$ cat config.mk
export PLATFORM = sky130hd
export DESIGN_NAME = async_dual_slope_pwm_timer
export DESIGN_NICKNAME = d
export VERILOG_FILES = /design/src/tc_pkg.sv /design/src/tick_prescaler.sv /design/src/async_dual_slope_pwm_timer.sv
export SDC_FILE = /design/constraint.sdc
export NUM_CORES = 1
export LEC_CHECK = 0
export ABC_AREA = 1
export BUFFER_PORTS_ARGS = -buffer_cell sky130_fd_sc_hd__buf_2
export CORE_ASPECT_RATIO = 1.2
export CORE_MARGIN = 4
export CORE_UTILIZATION = 35
export CTS_BUF_LIST = sky130_fd_sc_hd__clkbuf_16
export DETAILED_ROUTE_END_ITERATION = 10
export SETUP_SLACK_MARGIN = 0.15
export SYNTH_ARGS = -nofsm -noshare
export SYNTH_HDL_FRONTEND = slang
export SYNTH_SLANG_ARGS = --single-unit
$ cat constraint.sdc
create_clock -name CLK -period 6.3 [get_ports CLK]
set_clock_uncertainty 0.05 [all_clocks]
set_input_delay 1.26 -clock CLK [delete_from_list [all_inputs] [get_ports CLK]]
set_output_delay 1.26 -clock CLK [all_outputs]
set_load 0.05 [all_outputs]
$ cat src/tc_pkg.sv
// Purpose: Shared constants for the dual-slope PWM timer and its prescaler.
// Assumes: Byte-wide registers on a plain strobe port, one word per aligned address.
// Notes:   Offsets, field positions, reset values and cycle counts live here only.
package tc_pkg;

	////////////////////////////////////////////////////////////////////////////
	// Register byte addresses.
	localparam logic [7:0] OFS_CTRL_A    = 8'h00; // Output actions and low mode bits.
	localparam logic [7:0] OFS_CTRL_B    = 8'h04; // High mode bit and clock select.
	localparam logic [7:0] OFS_COUNT     = 8'h08; // Counter value.
	localparam logic [7:0] OFS_CMP_A     = 8'h0C; // Compare value A.
	localparam logic [7:0] OFS_CMP_B     = 8'h10; // Compare value B.
	localparam logic [7:0] OFS_ASYNC     = 8'h14; // Clock source select and busy flags.
	localparam logic [7:0] OFS_INT_FLAGS = 8'h18; // Event flags, write one to clear.
	localparam logic [7:0] OFS_INT_MASK  = 8'h1C; // Event enables.

	////////////////////////////////////////////////////////////////////////////
	// Field positions.
	localparam int ACT_A_LSB      = 6; // Output action A in the first control register.
	localparam int ACT_B_LSB      = 4; // Output action B in the first control register.
	localparam int WAVE_LO_LSB    = 0; // Two low mode bits in the first control register.
	localparam int WAVE_HI_BIT    = 3; // High mode bit in the second control register.
	localparam int CLK_SEL_LSB    = 0; // Clock select in the second control register.
	localparam int ASYNC_SEL_BIT  = 5; // Oscillator clock select in the status register.
	localparam int FLAG_OVF       = 0; // Overflow flag position.
	localparam int FLAG_CMP_A     = 1; // Compare A flag position.
	localparam int FLAG_CMP_B     = 2; // Compare B flag position.

	////////////////////////////////////////////////////////////////////////////
	// Holding-register slots; a slot number is also its busy bit position.
	localparam int NUM_SLOTS      = 5;
	localparam logic [2:0] SLOT_CTRL_B = 3'h0;
	localparam logic [2:0] SLOT_CTRL_A = 3'h1;
	localparam logic [2:0] SLOT_CMP_B  = 3'h2;
	localparam logic [2:0] SLOT_CMP_A  = 3'h3;
	localparam logic [2:0] SLOT_COUNT  = 3'h4;
	localparam logic [2:0] SLOT_NONE   = 3'h7;

	////////////////////////////////////////////////////////////////////////////
	// Values after reset, modes and limits.
	localparam logic [7:0] RST_BYTE       = 8'h00;
	localparam logic [2:0] RST_FLAGS      = 3'h0;
	localparam logic [2:0] WAVE_DUAL_MAX  = 3'h1; // Dual slope, top fixed at maximum.
	localparam logic [2:0] WAVE_DUAL_CMPA = 3'h5; // Dual slope, top from compare A.
	localparam logic [1:0] ACT_CLEAR_UP   = 2'h2; // Non-inverting output action.
	localparam logic [1:0] ACT_SET_UP     = 2'h3; // Inverting output action.
	localparam logic [7:0] TOP_MAX        = 8'hFF;
	localparam logic [7:0] BOTTOM         = 8'h00;
	localparam int PERIOD_TICKS_MAX       = 510;  // Ticks in one period with top at maximum.
	localparam logic [1:0] COMMIT_EDGES   = 2'h2; // Oscillator edges before a commit.
	localparam int IRQ_SYNC_CYCLES        = 3;    // Processor cycles to carry a flag across.

	////////////////////////////////////////////////////////////////////////////
	// Clock select codes and prescaler tap masks.
	localparam logic [2:0] CLK_STOP = 3'h0;
	localparam logic [9:0] PRE_MASK_1    = 10'h000;
	localparam logic [9:0] PRE_MASK_8    = 10'h007;
	localparam logic [9:0] PRE_MASK_32   = 10'h01F;
	localparam logic [9:0] PRE_MASK_64   = 10'h03F;
	localparam logic [9:0] PRE_MASK_128  = 10'h07F;
	localparam logic [9:0] PRE_MASK_256  = 10'h0FF;
	localparam logic [9:0] PRE_MASK_1024 = 10'h3FF;
	localparam logic [9:0] RST_PRE       = 10'h000;

	// Counting direction of the dual-slope counter.
	typedef enum logic [1:0] {
		DIR_UP   = 2'b01,
		DIR_DOWN = 2'b10
	} dir_e;

endpackage

$ cat src/tick_prescaler.sv
// Purpose: Divides the source tick by the selected factor to make the timer tick.
// Assumes: The source tick is a one-cycle pulse on CLK, or held high for the I/O clock.
// Notes:   The tick output is combinational and lasts one CLK cycle.
module tick_prescaler
	import tc_pkg::*;
#(
	parameter int DIV_W = 10
)
(
	input  wire logic             clk,
	input  wire logic             reset_n,
	input  wire logic             src_tick,
	input  wire logic [2:0]       clk_sel,
	output logic                  timer_tick
);

	logic [DIV_W-1:0] div_r;   // Free-running source tick counter.
	logic [DIV_W-1:0] div_nxt; // Next value of the counter.
	logic [DIV_W-1:0] mask;    // Counter bits that must all be one for a tick.

	// Maps a clock select code to the counter bits that define its factor.
	function automatic logic [DIV_W-1:0] tap_mask(input logic [2:0] sel);
		case (sel)
			3'h1:    tap_mask = DIV_W'(PRE_MASK_1);
			3'h2:    tap_mask = DIV_W'(PRE_MASK_8);
			3'h3:    tap_mask = DIV_W'(PRE_MASK_32);
			3'h4:    tap_mask = DIV_W'(PRE_MASK_64);
			3'h5:    tap_mask = DIV_W'(PRE_MASK_128);
			3'h6:    tap_mask = DIV_W'(PRE_MASK_256);
			default: tap_mask = DIV_W'(PRE_MASK_1024);
		endcase
	endfunction

	////////////////////////////////////////////////////////////////////////////
	// Counts source ticks and fires when the selected low bits are all ones.
	always_comb
	begin
		mask = tap_mask(clk_sel);
		div_nxt = div_r;
		if (src_tick)
		begin
			div_nxt = div_r + DIV_W'(1);
		end
		timer_tick = src_tick && (clk_sel != CLK_STOP) && ((div_r & mask) == mask);
	end

	// Registers the counter.
	always_ff @(posedge clk or negedge reset_n)
	begin
		if (!reset_n)
		begin
			div_r <= DIV_W'(RST_PRE);
		end
		else
		begin
			div_r <= div_nxt;
		end
	end

endmodule

$ cat src/async_dual_slope_pwm_timer.sv
// Purpose: Eight-bit timer with dual-slope PWM on two outputs and oscillator clocking.
// Assumes: The oscillator pin toggles much slower than CLK and is sampled on CLK.
// Notes:   Other wave modes only count up and wrap; their outputs are left unchanged.

module async_dual_slope_pwm_timer
	import tc_pkg::*;
(
	input  wire logic       CLK,
	input  wire logic       RESET_N,
	input  wire logic [7:0] ADDR,
	input  wire logic [7:0] WDATA,
	input  wire logic       WR,
	input  wire logic       RD,
	output logic      [7:0] RDATA,
	input  wire logic       OSC_CLOCK_PIN,
	input  wire logic       SLEEP_ACTIVE,
	output logic            COMPARE_OUT_A,
	output logic            COMPARE_OUT_B,
	output logic            OUT_CONNECT_A,
	output logic            OUT_CONNECT_B,
	output logic            OSC_PINS_DETACHED,
	output logic            IRQ,
	output logic            WAKE_REQ
);

	////////////////////////////////////////////////////////////////////////////
	// Declarations.
	logic       osc_s1_r, osc_s1_nxt;         // First synchroniser stage.
	logic       osc_s2_r, osc_s2_nxt;         // Second synchroniser stage.
	logic       osc_s3_r, osc_s3_nxt;         // Delayed copy for edge detection.
	logic       osc_rise;                     // One-cycle pulse per oscillator rising edge.
	logic [7:0] hold_r   [0:NUM_SLOTS-1];     // Holding registers for oscillator writes.
	logic [7:0] hold_nxt [0:NUM_SLOTS-1];
	logic [1:0] edges_r  [0:NUM_SLOTS-1];     // Oscillator edges seen since the write.
	logic [1:0] edges_nxt[0:NUM_SLOTS-1];
	logic [NUM_SLOTS-1:0] pend_r, pend_nxt;   // Update-busy flags.
	logic [NUM_SLOTS-1:0] commit_v;           // Slot commits this cycle.
	logic [7:0] commit_d [0:NUM_SLOTS-1];     // Value committed per slot.
	logic [2:0] wr_slot;                      // Slot addressed by a write.
	logic       async_r, async_nxt;           // Oscillator clock selected.
	logic       src_tick;                     // Prescaler source pulse.
	logic       tick;                         // Timer tick from the prescaler.
	logic [7:0] ctrl_a_r, ctrl_a_nxt;         // First control register.
	logic [7:0] ctrl_b_r, ctrl_b_nxt;         // Second control register.
	logic [7:0] buf_a_r, buf_a_nxt;           // Compare A as written.
	logic [7:0] buf_b_r, buf_b_nxt;           // Compare B as written.
	logic [7:0] act_a_r, act_a_nxt;           // Compare A in use.
	logic [7:0] act_b_r, act_b_nxt;           // Compare B in use.
	logic [7:0] count_r, count_nxt;           // Counter value.
	logic [7:0] rd_count_r, rd_count_nxt;     // Counter copy taken on oscillator edges.
	dir_e       dir_r, dir_nxt;               // Counting direction.
	logic       out_a_r, out_a_nxt;           // Compare output A.
	logic       out_b_r, out_b_nxt;           // Compare output B.
	logic [2:0] ev;                           // Events raised on this tick.
	logic [2:0] wave_mode_sel;                // Mode select field.
	logic       dual;                         // Dual-slope mode active.
	logic [7:0] top;                          // Current top value.
	logic       cmp_block;                    // Compare matching suspended.
	logic [2:0] evd_r  [0:IRQ_SYNC_CYCLES-1]; // Flag crossing delay line.
	logic [2:0] evd_nxt[0:IRQ_SYNC_CYCLES-1];
	logic [2:0] flags_r, flags_nxt;           // Overflow and compare flags.
	logic [2:0] mask_r, mask_nxt;             // Flag enables.
	logic [2:0] set_v;                        // Flags set this cycle.
	logic [2:0] clr_v;                        // Flags cleared by software this cycle.
	logic       wake_arm_r, wake_arm_nxt;     // Enabled event seen while asleep.
	logic       wake_r, wake_nxt;             // Wake request.
	logic [7:0] rdata_r, rdata_nxt;           // Read data register.

	// Returns the holding slot of an address, or none.
	function automatic logic [2:0] slot_of(input logic [7:0] a);
		if (a == OFS_COUNT)
			slot_of = SLOT_COUNT;
		else if (a == OFS_CMP_A)
			slot_of = SLOT_CMP_A;
		else if (a == OFS_CMP_B)
			slot_of = SLOT_CMP_B;
		else if (a == OFS_CTRL_A)
			slot_of = SLOT_CTRL_A;
		else if (a == OFS_CTRL_B)
			slot_of = SLOT_CTRL_B;
		else
			slot_of = SLOT_NONE;
	endfunction

	// Next level of one compare output in dual-slope mode.
	function automatic logic pwm_level(input logic cur, input logic [1:0] sel,
		input logic [7:0] cmp, input logic [7:0] cnt, input logic [7:0] tp,
		input logic up, input logic blk);
		logic up_lvl;
		up_lvl = (sel == ACT_SET_UP);
		pwm_level = cur;
		if (sel == ACT_CLEAR_UP || sel == ACT_SET_UP)
		begin
			// At top a compare at or above top holds the down level, else the up level.
			if (up && cnt >= tp)
				pwm_level = (cmp >= tp) ? !up_lvl : up_lvl;
			// At bottom the new period starts from the level before the up match, unless compare is zero.
			else if (!up && cnt == BOTTOM)
				pwm_level = (cmp == BOTTOM) ? up_lvl : !up_lvl;
			else if (cnt == cmp && !blk)
				pwm_level = up ? up_lvl : !up_lvl;
		end
		return pwm_level;
	endfunction

	////////////////////////////////////////////////////////////////////////////
	// Oscillator sampling and holding registers for writes.
	assign osc_rise = osc_s2_r && !osc_s3_r;
	assign wr_slot  = WR ? slot_of(ADDR) : SLOT_NONE;

	// Computes synchroniser, busy flags and the commit of each register.
	always_comb
	begin
		osc_s1_nxt = OSC_CLOCK_PIN;
		osc_s2_nxt = osc_s1_r;
		osc_s3_nxt = osc_s2_r;
		pend_nxt   = pend_r;
		commit_v   = '0;
		for (int i = 0; i < NUM_SLOTS; i++)
		begin
			hold_nxt[i]  = hold_r[i];
			edges_nxt[i] = edges_r[i];
			commit_d[i]  = hold_r[i];
		end
		if (!async_r)
		begin
			// On the I/O clock a write lands in the next cycle.
			pend_nxt = '0;
			if (wr_slot != SLOT_NONE)
			begin
				commit_v[wr_slot] = 1'b1;
				commit_d[wr_slot] = WDATA;
			end
		end
		else
		begin
			// Each slot counts its own oscillator edges and commits on the second.
			for (int i = 0; i < NUM_SLOTS; i++)
			begin
				if (pend_r[i] && osc_rise)
				begin
					if (edges_r[i] == COMMIT_EDGES - 2'h1)
					begin
						commit_v[i] = 1'b1;
						pend_nxt[i] = 1'b0;
					end
					else
					begin
						edges_nxt[i] = edges_r[i] + 2'h1;
					end
				end
			end
			// A write to a busy slot is dropped so the transfer in flight survives.
			if (wr_slot != SLOT_NONE && !pend_r[wr_slot])
			begin
				hold_nxt[wr_slot]  = WDATA;
				edges_nxt[wr_slot] = 2'h0;
				pend_nxt[wr_slot]  = 1'b1;
			end
		end
	end

	// Registers the synchroniser and the holding slots.
	always_ff @(posedge CLK or negedge RESET_N)
	begin
		if (!RESET_N)
		begin
			osc_s1_r <= 1'b0;
			osc_s2_r <= 1'b0;
			osc_s3_r <= 1'b0;
			pend_r   <= '0;
			for (int i = 0; i < NUM_SLOTS; i++)
			begin
				hold_r[i]  <= RST_BYTE;
				edges_r[i] <= 2'h0;
			end
		end
		else
		begin
			osc_s1_r <= osc_s1_nxt;
			osc_s2_r <= osc_s2_nxt;
			osc_s3_r <= osc_s3_nxt;
			pend_r   <= pend_nxt;
			for (int i = 0; i < NUM_SLOTS; i++)
			begin
				hold_r[i]  <= hold_nxt[i];
				edges_r[i] <= edges_nxt[i];
			end
		end
	end

	////////////////////////////////////////////////////////////////////////////
	// Prescaler: the oscillator edge replaces the I/O clock as source.
	assign src_tick = async_r ? osc_rise : 1'b1;

	tick_prescaler #(
		.DIV_W      (10)
	) u_prescaler (
		.clk        (CLK),
		.reset_n    (RESET_N),
		.src_tick   (src_tick),
		.clk_sel    (ctrl_b_r[CLK_SEL_LSB +: 3]),
		.timer_tick (tick)
	);

	////////////////////////////////////////////////////////////////////////////
	// Counter, compare units and outputs.
	assign wave_mode_sel = {ctrl_b_r[WAVE_HI_BIT], ctrl_a_r[WAVE_LO_LSB +: 2]};
	assign dual = (wave_mode_sel == WAVE_DUAL_MAX) || (wave_mode_sel == WAVE_DUAL_CMPA);
	assign top  = (wave_mode_sel == WAVE_DUAL_CMPA) ? act_a_r : TOP_MAX;
	assign cmp_block = async_r && (pend_r[SLOT_COUNT] || pend_r[SLOT_CMP_A] || pend_r[SLOT_CMP_B]);

	// Steps the counter on each tick and updates compares and outputs.
	always_comb
	begin
		ctrl_a_nxt   = commit_v[SLOT_CTRL_A] ? commit_d[SLOT_CTRL_A] : ctrl_a_r;
		ctrl_b_nxt   = commit_v[SLOT_CTRL_B] ? commit_d[SLOT_CTRL_B] : ctrl_b_r;
		buf_a_nxt    = commit_v[SLOT_CMP_A] ? commit_d[SLOT_CMP_A] : buf_a_r;
		buf_b_nxt    = commit_v[SLOT_CMP_B] ? commit_d[SLOT_CMP_B] : buf_b_r;
		act_a_nxt    = dual ? act_a_r : buf_a_nxt;
		act_b_nxt    = dual ? act_b_r : buf_b_nxt;
		count_nxt    = count_r;
		dir_nxt      = dir_r;
		out_a_nxt    = out_a_r;
		out_b_nxt    = out_b_r;
		rd_count_nxt = rd_count_r;
		ev           = 3'h0;
		if (tick)
		begin
			if (dual && dir_r == DIR_UP && count_r >= top)
			begin
				// Top lasted one tick; turn round and load the new compares.
				count_nxt = (count_r == BOTTOM) ? BOTTOM : count_r - 8'h01;
				dir_nxt   = DIR_DOWN;
				act_a_nxt = buf_a_r;
				act_b_nxt = buf_b_r;
			end
			else if (dual && dir_r == DIR_DOWN && count_r == BOTTOM)
			begin
				count_nxt = count_r + 8'h01;
				dir_nxt   = DIR_UP;
			end
			else if (dual && dir_r == DIR_DOWN)
			begin
				count_nxt = count_r - 8'h01;
				ev[FLAG_OVF] = (count_r == 8'h01);
			end
			else
			begin
				count_nxt = count_r + 8'h01;
				ev[FLAG_OVF] = !dual && (count_r == TOP_MAX);
			end
			ev[FLAG_CMP_A] = !cmp_block && (count_r == act_a_r);
			ev[FLAG_CMP_B] = !cmp_block && (count_r == act_b_r);
			if (dual)
			begin
				// Outputs move on the tick only, never on a bus access.
				out_a_nxt = pwm_level(out_a_r, ctrl_a_r[ACT_A_LSB +: 2], act_a_r, count_r,
					top, dir_r == DIR_UP, cmp_block);
				out_b_nxt = pwm_level(out_b_r, ctrl_a_r[ACT_B_LSB +: 2], act_b_r, count_r,
					top, dir_r == DIR_UP, cmp_block);
			end
		end
		// Readback copy is refreshed on every oscillator edge in oscillator mode.
		if (async_r && osc_rise)
		begin
			rd_count_nxt = count_r;
		end
		// A committed counter write wins over the tick.
		if (commit_v[SLOT_COUNT])
		begin
			count_nxt = commit_d[SLOT_COUNT];
		end
	end

	// Registers the timer state.
	always_ff @(posedge CLK or negedge RESET_N)
	begin
		if (!RESET_N)
		begin
			ctrl_a_r   <= RST_BYTE;
			ctrl_b_r   <= RST_BYTE;
			buf_a_r    <= RST_BYTE;
			buf_b_r    <= RST_BYTE;
			act_a_r    <= RST_BYTE;
			act_b_r    <= RST_BYTE;
			count_r    <= RST_BYTE;
			rd_count_r <= RST_BYTE;
			dir_r      <= DIR_UP;
			out_a_r    <= 1'b0;
			out_b_r    <= 1'b0;
		end
		else
		begin
			ctrl_a_r   <= ctrl_a_nxt;
			ctrl_b_r   <= ctrl_b_nxt;
			buf_a_r    <= buf_a_nxt;
			buf_b_r    <= buf_b_nxt;
			act_a_r    <= act_a_nxt;
			act_b_r    <= act_b_nxt;
			count_r    <= count_nxt;
			rd_count_r <= rd_count_nxt;
			dir_r      <= dir_nxt;
			out_a_r    <= out_a_nxt;
			out_b_r    <= out_b_nxt;
		end
	end

	////////////////////////////////////////////////////////////////////////////
	// Flags, wake request and register reads.
	assign set_v = async_r ? evd_r[IRQ_SYNC_CYCLES-1] : ev;
	assign clr_v = (WR && ADDR == OFS_INT_FLAGS) ? WDATA[2:0] : 3'h0;

	// Computes flags, enables, wake and the read data.
	always_comb
	begin
		evd_nxt[0] = ev;
		for (int i = 1; i < IRQ_SYNC_CYCLES; i++)
		begin
			evd_nxt[i] = evd_r[i-1];
		end
		// A flag set in the cycle of its clear stays set.
		flags_nxt    = (flags_r & ~clr_v) | set_v;
		mask_nxt     = (WR && ADDR == OFS_INT_MASK) ? WDATA[2:0] : mask_r;
		async_nxt    = (WR && ADDR == OFS_ASYNC) ? WDATA[ASYNC_SEL_BIT] : async_r;
		wake_arm_nxt = wake_arm_r;
		wake_nxt     = wake_r;
		if (SLEEP_ACTIVE && |(set_v & mask_r))
		begin
			wake_arm_nxt = 1'b1;
		end
		// The wake request starts on the tick after the event.
		if (wake_arm_r && tick)
		begin
			wake_nxt     = 1'b1;
			wake_arm_nxt = 1'b0;
		end
		if (!SLEEP_ACTIVE)
		begin
			wake_nxt     = 1'b0;
			wake_arm_nxt = 1'b0;
		end
		// Read data stands for one cycle and is zero otherwise.
		rdata_nxt = 8'h00;
		if (RD)
		begin
			if (ADDR == OFS_CTRL_A)
				rdata_nxt = ctrl_a_r;
			else if (ADDR == OFS_CTRL_B)
				rdata_nxt = ctrl_b_r;
			else if (ADDR == OFS_COUNT)
				rdata_nxt = async_r ? rd_count_r : count_r;
			else if (ADDR == OFS_CMP_A)
				rdata_nxt = buf_a_r;
			else if (ADDR == OFS_CMP_B)
				rdata_nxt = buf_b_r;
			else if (ADDR == OFS_ASYNC)
				rdata_nxt = {2'h0, async_r, pend_r};
			else if (ADDR == OFS_INT_FLAGS)
				rdata_nxt = {5'h00, flags_r};
			else if (ADDR == OFS_INT_MASK)
				rdata_nxt = {5'h00, mask_r};
		end
	end

	// Registers flags and bus state.
	always_ff @(posedge CLK or negedge RESET_N)
	begin
		if (!RESET_N)
		begin
			for (int i = 0; i < IRQ_SYNC_CYCLES; i++)
			begin
				evd_r[i] <= RST_FLAGS;
			end
			flags_r    <= RST_FLAGS;
			mask_r     <= RST_FLAGS;
			async_r    <= 1'b0;
			wake_arm_r <= 1'b0;
			wake_r     <= 1'b0;
			rdata_r    <= RST_BYTE;
		end
		else
		begin
			for (int i = 0; i < IRQ_SYNC_CYCLES; i++)
			begin
				evd_r[i] <= evd_nxt[i];
			end
			flags_r    <= flags_nxt;
			mask_r     <= mask_nxt;
			async_r    <= async_nxt;
			wake_arm_r <= wake_arm_nxt;
			wake_r     <= wake_nxt;
			rdata_r    <= rdata_nxt;
		end
	end

	// Output drive.
	assign RDATA             = rdata_r;
	assign COMPARE_OUT_A     = out_a_r;
	assign COMPARE_OUT_B     = out_b_r;
	assign OUT_CONNECT_A     = (ctrl_a_r[ACT_A_LSB +: 2] != 2'h0);
	assign OUT_CONNECT_B     = (ctrl_a_r[ACT_B_LSB +: 2] != 2'h0);
	assign OSC_PINS_DETACHED = async_r;
	assign IRQ               = |(flags_r & mask_r);
	assign WAKE_REQ          = wake_r;

endmodule

==> results.sh <==
export IMPL_syn_mean_instance_area_um2=7.15
export IMPL_p_leak_nw=5.39
export IMPL_power_per_cell_area_mw_per_mm2=272
export IMPL_layout_worst_path_cycle_share=0.619
export IMPL_r2r_worst_path_cells=8
export IMPL_timing_max_slew_rel_slack=0.318
export IMPL_post_layout_nonfiller_instances=1779
export IMPL_design_die_area_mm2=0.0309
export IMPL_worst_ir_drop_on_vdd_mv=0.168
export IMPL_via_count_of_the_first_global_routing_pass=8677
export IMPL_synth_sequential_area_ratio=0.411
export IMPL_post_drt_wl_per_cell_um=16.6
export IMPL_grt_ovfl_total=0
export IMPL_worst_ep_arrival_time_ns=4.22
export IMPL_crit_path_end_kind="flip-flop"
export IMPL_post_synth_top_area_fraction=0.409
export IMPL_tritoncts_num_buffers=17
export IMPL_post_dp_hpwl_mm=21.6
export IMPL_ys_top_cells_by_area="sky130_fd_sc_hd__dfrtp_1 (41%), sky130_fd_sc_hd__nand2_1 (19%), sky130_fd_sc_hd__nand3_1 (6.6%), sky130_fd_sc_hd__inv_1 (4.2%), sky130_fd_sc_hd__o21ai_0 (4.0%)"
export IMPL_post_route_drc_count=0
export IMPL_setup_viol_count_final=0
export IMPL_reg2reg_to="act_b_r[6]"
export IMPL_drive_gt1_frac=0.0950
export IMPL_pin_slew_with_the_least_headroom_to_its_limit_ns=1.02
export IMPL_clkTransAtPathRegs_ns=0.07
export IMPL_finalMaxSlewViolations=0
export IMPL_layout_setup_ws_ns=2.40
export IMPL_min_delay_worst_endpoint="evd_r[2]"
export IMPL_cts_repair_timing_setup_buffer_count=0
export IMPL_timing_critical_path_fanout_max=41
export IMPL_min_from="evd_nxt[2]"
export IMPL_place_ws_ns=1.98
export IMPL_yosysTopAreaCell="sky130_fd_sc_hd__dfrtp_1"
export IMPL_timing_max_cap_violations=0
export IMPL_initial_utilization=0.354
export IMPL_firstDrtPassIters=5
export IMPL_vias_per_cell=5.05
export IMPL_clock_tree_buffer_depth=2
export IMPL_floorplan_die_height_um=192
export IMPL_ys_dominant_reg_cell="sky130_fd_sc_hd__dfrtp_1"
export IMPL_nFillCells=2944
export IMPL_grt_antenna_before_repair=2
export IMPL_synth_mux_area_frac=0.00520
export IMPL_synth_compound_area_frac=0.119
export IMPL_gp_routability_congestion=0.897
export IMPL_cts_repair_resize_count=0
export IMPL_placementRows=67
export IMPL_dominant_combinational_cell_family_by_area_after_synthesis="simple AND/OR/NAND/NOR gates"
export IMPL_critical_path_class="in -> reg"
export IMPL_root_buffer_master="sky130_fd_sc_hd__clkbuf_16"
export IMPL_routed_via_count=8982
export IMPL_core_region_area_mm2=0.0278
export IMPL_io_buffers=36
export IMPL_fin_total_pwr_mw=2.96
export IMPL_worstHoldPathType="reg -> reg"
export IMPL_insertedDiodeCount=0
export IMPL_finalWorstPathRequiredPeriod_ns=3.90
export IMPL_synth_adder_area_share=0.0203
export IMPL_xor_xnor_portion_of_the_synthesized_cell_area=0.0302
export IMPL_route_antenna_remaining_nets=0
export IMPL_cts_htree_levels=4
export IMPL_syn_cell_area_mm2=0.00986
export IMPL_finish_net_count=1426
export IMPL_boundaryPins=37
export IMPL_syn_inst=1378
export IMPL_post_cts_hold_buffer_count=0
export IMPL_finalWirelength_mm=29.5
export IMPL_die_width_um=161
export IMPL_min_path_cells=0
export IMPL_run_status="finished, final reports clean"
export IMPL_tritoncts="yes"
export IMPL_cp_data_required_time_ns=6.62
export IMPL_synthesis_nets=1416
export IMPL_tns_ns=0
export IMPL_post_synth_and_or_nand_nor_area_fraction=0.340
export IMPL_area_growth_pct=10.3
export IMPL_synth_enable_flop_cells=0
export IMPL_insertion_delay_ns=0.43
export IMPL_global_route_wire_length_before_repair_mm=47.3
export IMPL_grt_util_all_layers=0.194
export IMPL_placedCellCount=1748
export IMPL_synth_yosys_warnings=0
export IMPL_setup_repair_after_global_routing_missed_its_margin="no"
export IMPL_postSynthRegisterBits=162
export IMPL_grt_max_degree=61
export IMPL_critPathLaunchType="input port"
export IMPL_detail_route_iter0_violations=743
export IMPL_cts_sink_count=162
export IMPL_timing_hold_violations_final=0
export IMPL_timing_fmax_ghz=0.256
export IMPL_crit_reg2reg_launch="ctrl_a_r[0]"
export IMPL_r2r_setup_slack_ns=2.78
export IMPL_synth_async_sr_flop_share=1.00
export IMPL_post_synth_num_cell_types=50
registers in the layout (all words and copies together) (netlist names), 2 cells and up:
name	cells
buf_b_r	8
evd_nxt	6
ctrl_a_r	8
act_a_r	8
hold_r	40
dir_r	2
rd_count_r	8
u_prescaler.div_r	10
act_b_r	8
buf_a_r	8
flags_r	3
pend_r	5
count_r	8
edges_r	10
evd_r	3
RDATA	8
mask_r	3
ctrl_b_r	8
cells in the mapped netlist, types with 17 or more instances:
| library cell | instances |
|---|---|
| sky130_fd_sc_hd__o21ai_0 | 78 |
| sky130_fd_sc_hd__buf_2 | 18 |
| sky130_fd_sc_hd__dfrtp_1 | 161 |
| sky130_fd_sc_hd__xnor2_1 | 17 |
| sky130_fd_sc_hd__xor2_1 | 17 |
| sky130_fd_sc_hd__clkbuf_1 | 18 |
| sky130_fd_sc_hd__inv_1 | 111 |
| sky130_fd_sc_hd__nand3_1 | 130 |
| sky130_fd_sc_hd__nand2_1 | 495 |
| sky130_fd_sc_hd__nor2_1 | 82 |
| sky130_fd_sc_hd__a21oi_1 | 61 |
stage by stage:
step                area, µm²  hold slack, ns  utilization
finish                  10900           0.300        0.391
global placement        10300           0.283        0.371
floorplan                9860           0.281            -
CTS                     10900           0.303        0.391
global route            10900           0.314        0.391
detailed placement      10300           0.286        0.371
how the worst max path moves through the flow:
stage | start | to | slack, ns | depth (start not counted)
4_1_cts | ADDR[5] | hold_r[24] | 2.44 | 15
2_1_floorplan | ADDR[5] | act_a_r[7] | 3.42 | 14
6_report | ADDR[5] | hold_r[24] | 2.40 | 15
3_3_place_gp | ADDR[7] | hold_r[33] | 2.07 | 15
5_1_grt | ADDR[5] | hold_r[37] | 2.16 | 15
3_5_place_dp | ADDR[5] | hold_r[24] | 1.98 | 15
critical path, cell delays in order:
cell	delay (ns)
sky130_fd_sc_hd__buf_2	0.10
sky130_fd_sc_hd__nor2_1	0.12
sky130_fd_sc_hd__nand2_2	0.12
sky130_fd_sc_hd__nor2_4	0.33
sky130_fd_sc_hd__nor2_4	0.12
sky130_fd_sc_hd__nor2_2	0.41
sky130_fd_sc_hd__nand2_1	0.10
sky130_fd_sc_hd__nand3_1	0.10
sky130_fd_sc_hd__nand2_1	0.11
sky130_fd_sc_hd__nand2_2	0.14
sky130_fd_sc_hd__nor2_4	0.03
sky130_fd_sc_hd__buf_4	0.28
sky130_fd_sc_hd__nand2_2	0.70
sky130_fd_sc_hd__nand2_1	0.13
sky130_fd_sc_hd__nand2_1	0.10
final cells by class:
type | count | area (µm²) | area share
clock buffers | 17 | 425 | 0.0391
clock inverters | 14 | 128 | 0.0117
inverters | 126 | 475 | 0.0437
multi-input cells | 1038 | 5070 | 0.466
flip-flops and latches | 162 | 4060 | 0.373
well taps | 379 | 474 | 0.0436
repair buffers | 43 | 239 | 0.0220
power breakdown:
group	switching, mW	leakage, nW	total (mW)	internal (mW)
registers	0.165	2.01	1.30	1.14
logic	0.413	3.11	0.656	0.243
clock network	0.450	0.269	0.996	0.546
metal layers:
layer  vias to the layer above  wire, µm  track usage  part of all wire
li1                       4490         -            -                 -
met1                      4242     12700        0.245              0.43
met2                       189     14400        0.332              0.49
met3                        59      1180       0.0298             0.040
met4                         2      1180       0.0827             0.040
met5                         -        13            0           0.00044
cells by family (layout without fill, tap and decap cells):
family | after synthesis | in the layout
AOI/OAI and AO/OA | 204 | 204
xor gates and xnor gates | 34 | 34
adders and majority gates | 16 | 16
buffers and inverters | 178 | 200
DFF | 162 | 162
muxes | 5 | 5
and+or+nand+nor | 779 | 779
layout by cell type (no fill, tap or decap), types with 5 or more instances in the layout:
master,count
sky130_fd_sc_hd__a31oi_1,16
sky130_fd_sc_hd__xnor2_1,17
sky130_fd_sc_hd__ha_1,16
sky130_fd_sc_hd__buf_2,35
sky130_fd_sc_hd__o21ai_1,12
sky130_fd_sc_hd__o21a_1,5
sky130_fd_sc_hd__xor2_1,17
sky130_fd_sc_hd__nand2_1,495
sky130_fd_sc_hd__nor3_1,12
sky130_fd_sc_hd__nand2_2,13
sky130_fd_sc_hd__o21ai_0,78
sky130_fd_sc_hd__inv_2,11
sky130_fd_sc_hd__clkbuf_16,17
sky130_fd_sc_hd__inv_6,6
sky130_fd_sc_hd__buf_4,7
sky130_fd_sc_hd__nand4_1,14
sky130_fd_sc_hd__a21oi_1,61
sky130_fd_sc_hd__dfrtp_1,160
sky130_fd_sc_hd__o22ai_1,5
sky130_fd_sc_hd__nor2_1,82
sky130_fd_sc_hd__inv_1,112
sky130_fd_sc_hd__nand3_1,130
sky130_fd_sc_hd__nor2_4,8
sky130_fd_sc_hd__nor2_2,7
Note: power is estimated with default switching activity, not from simulation.
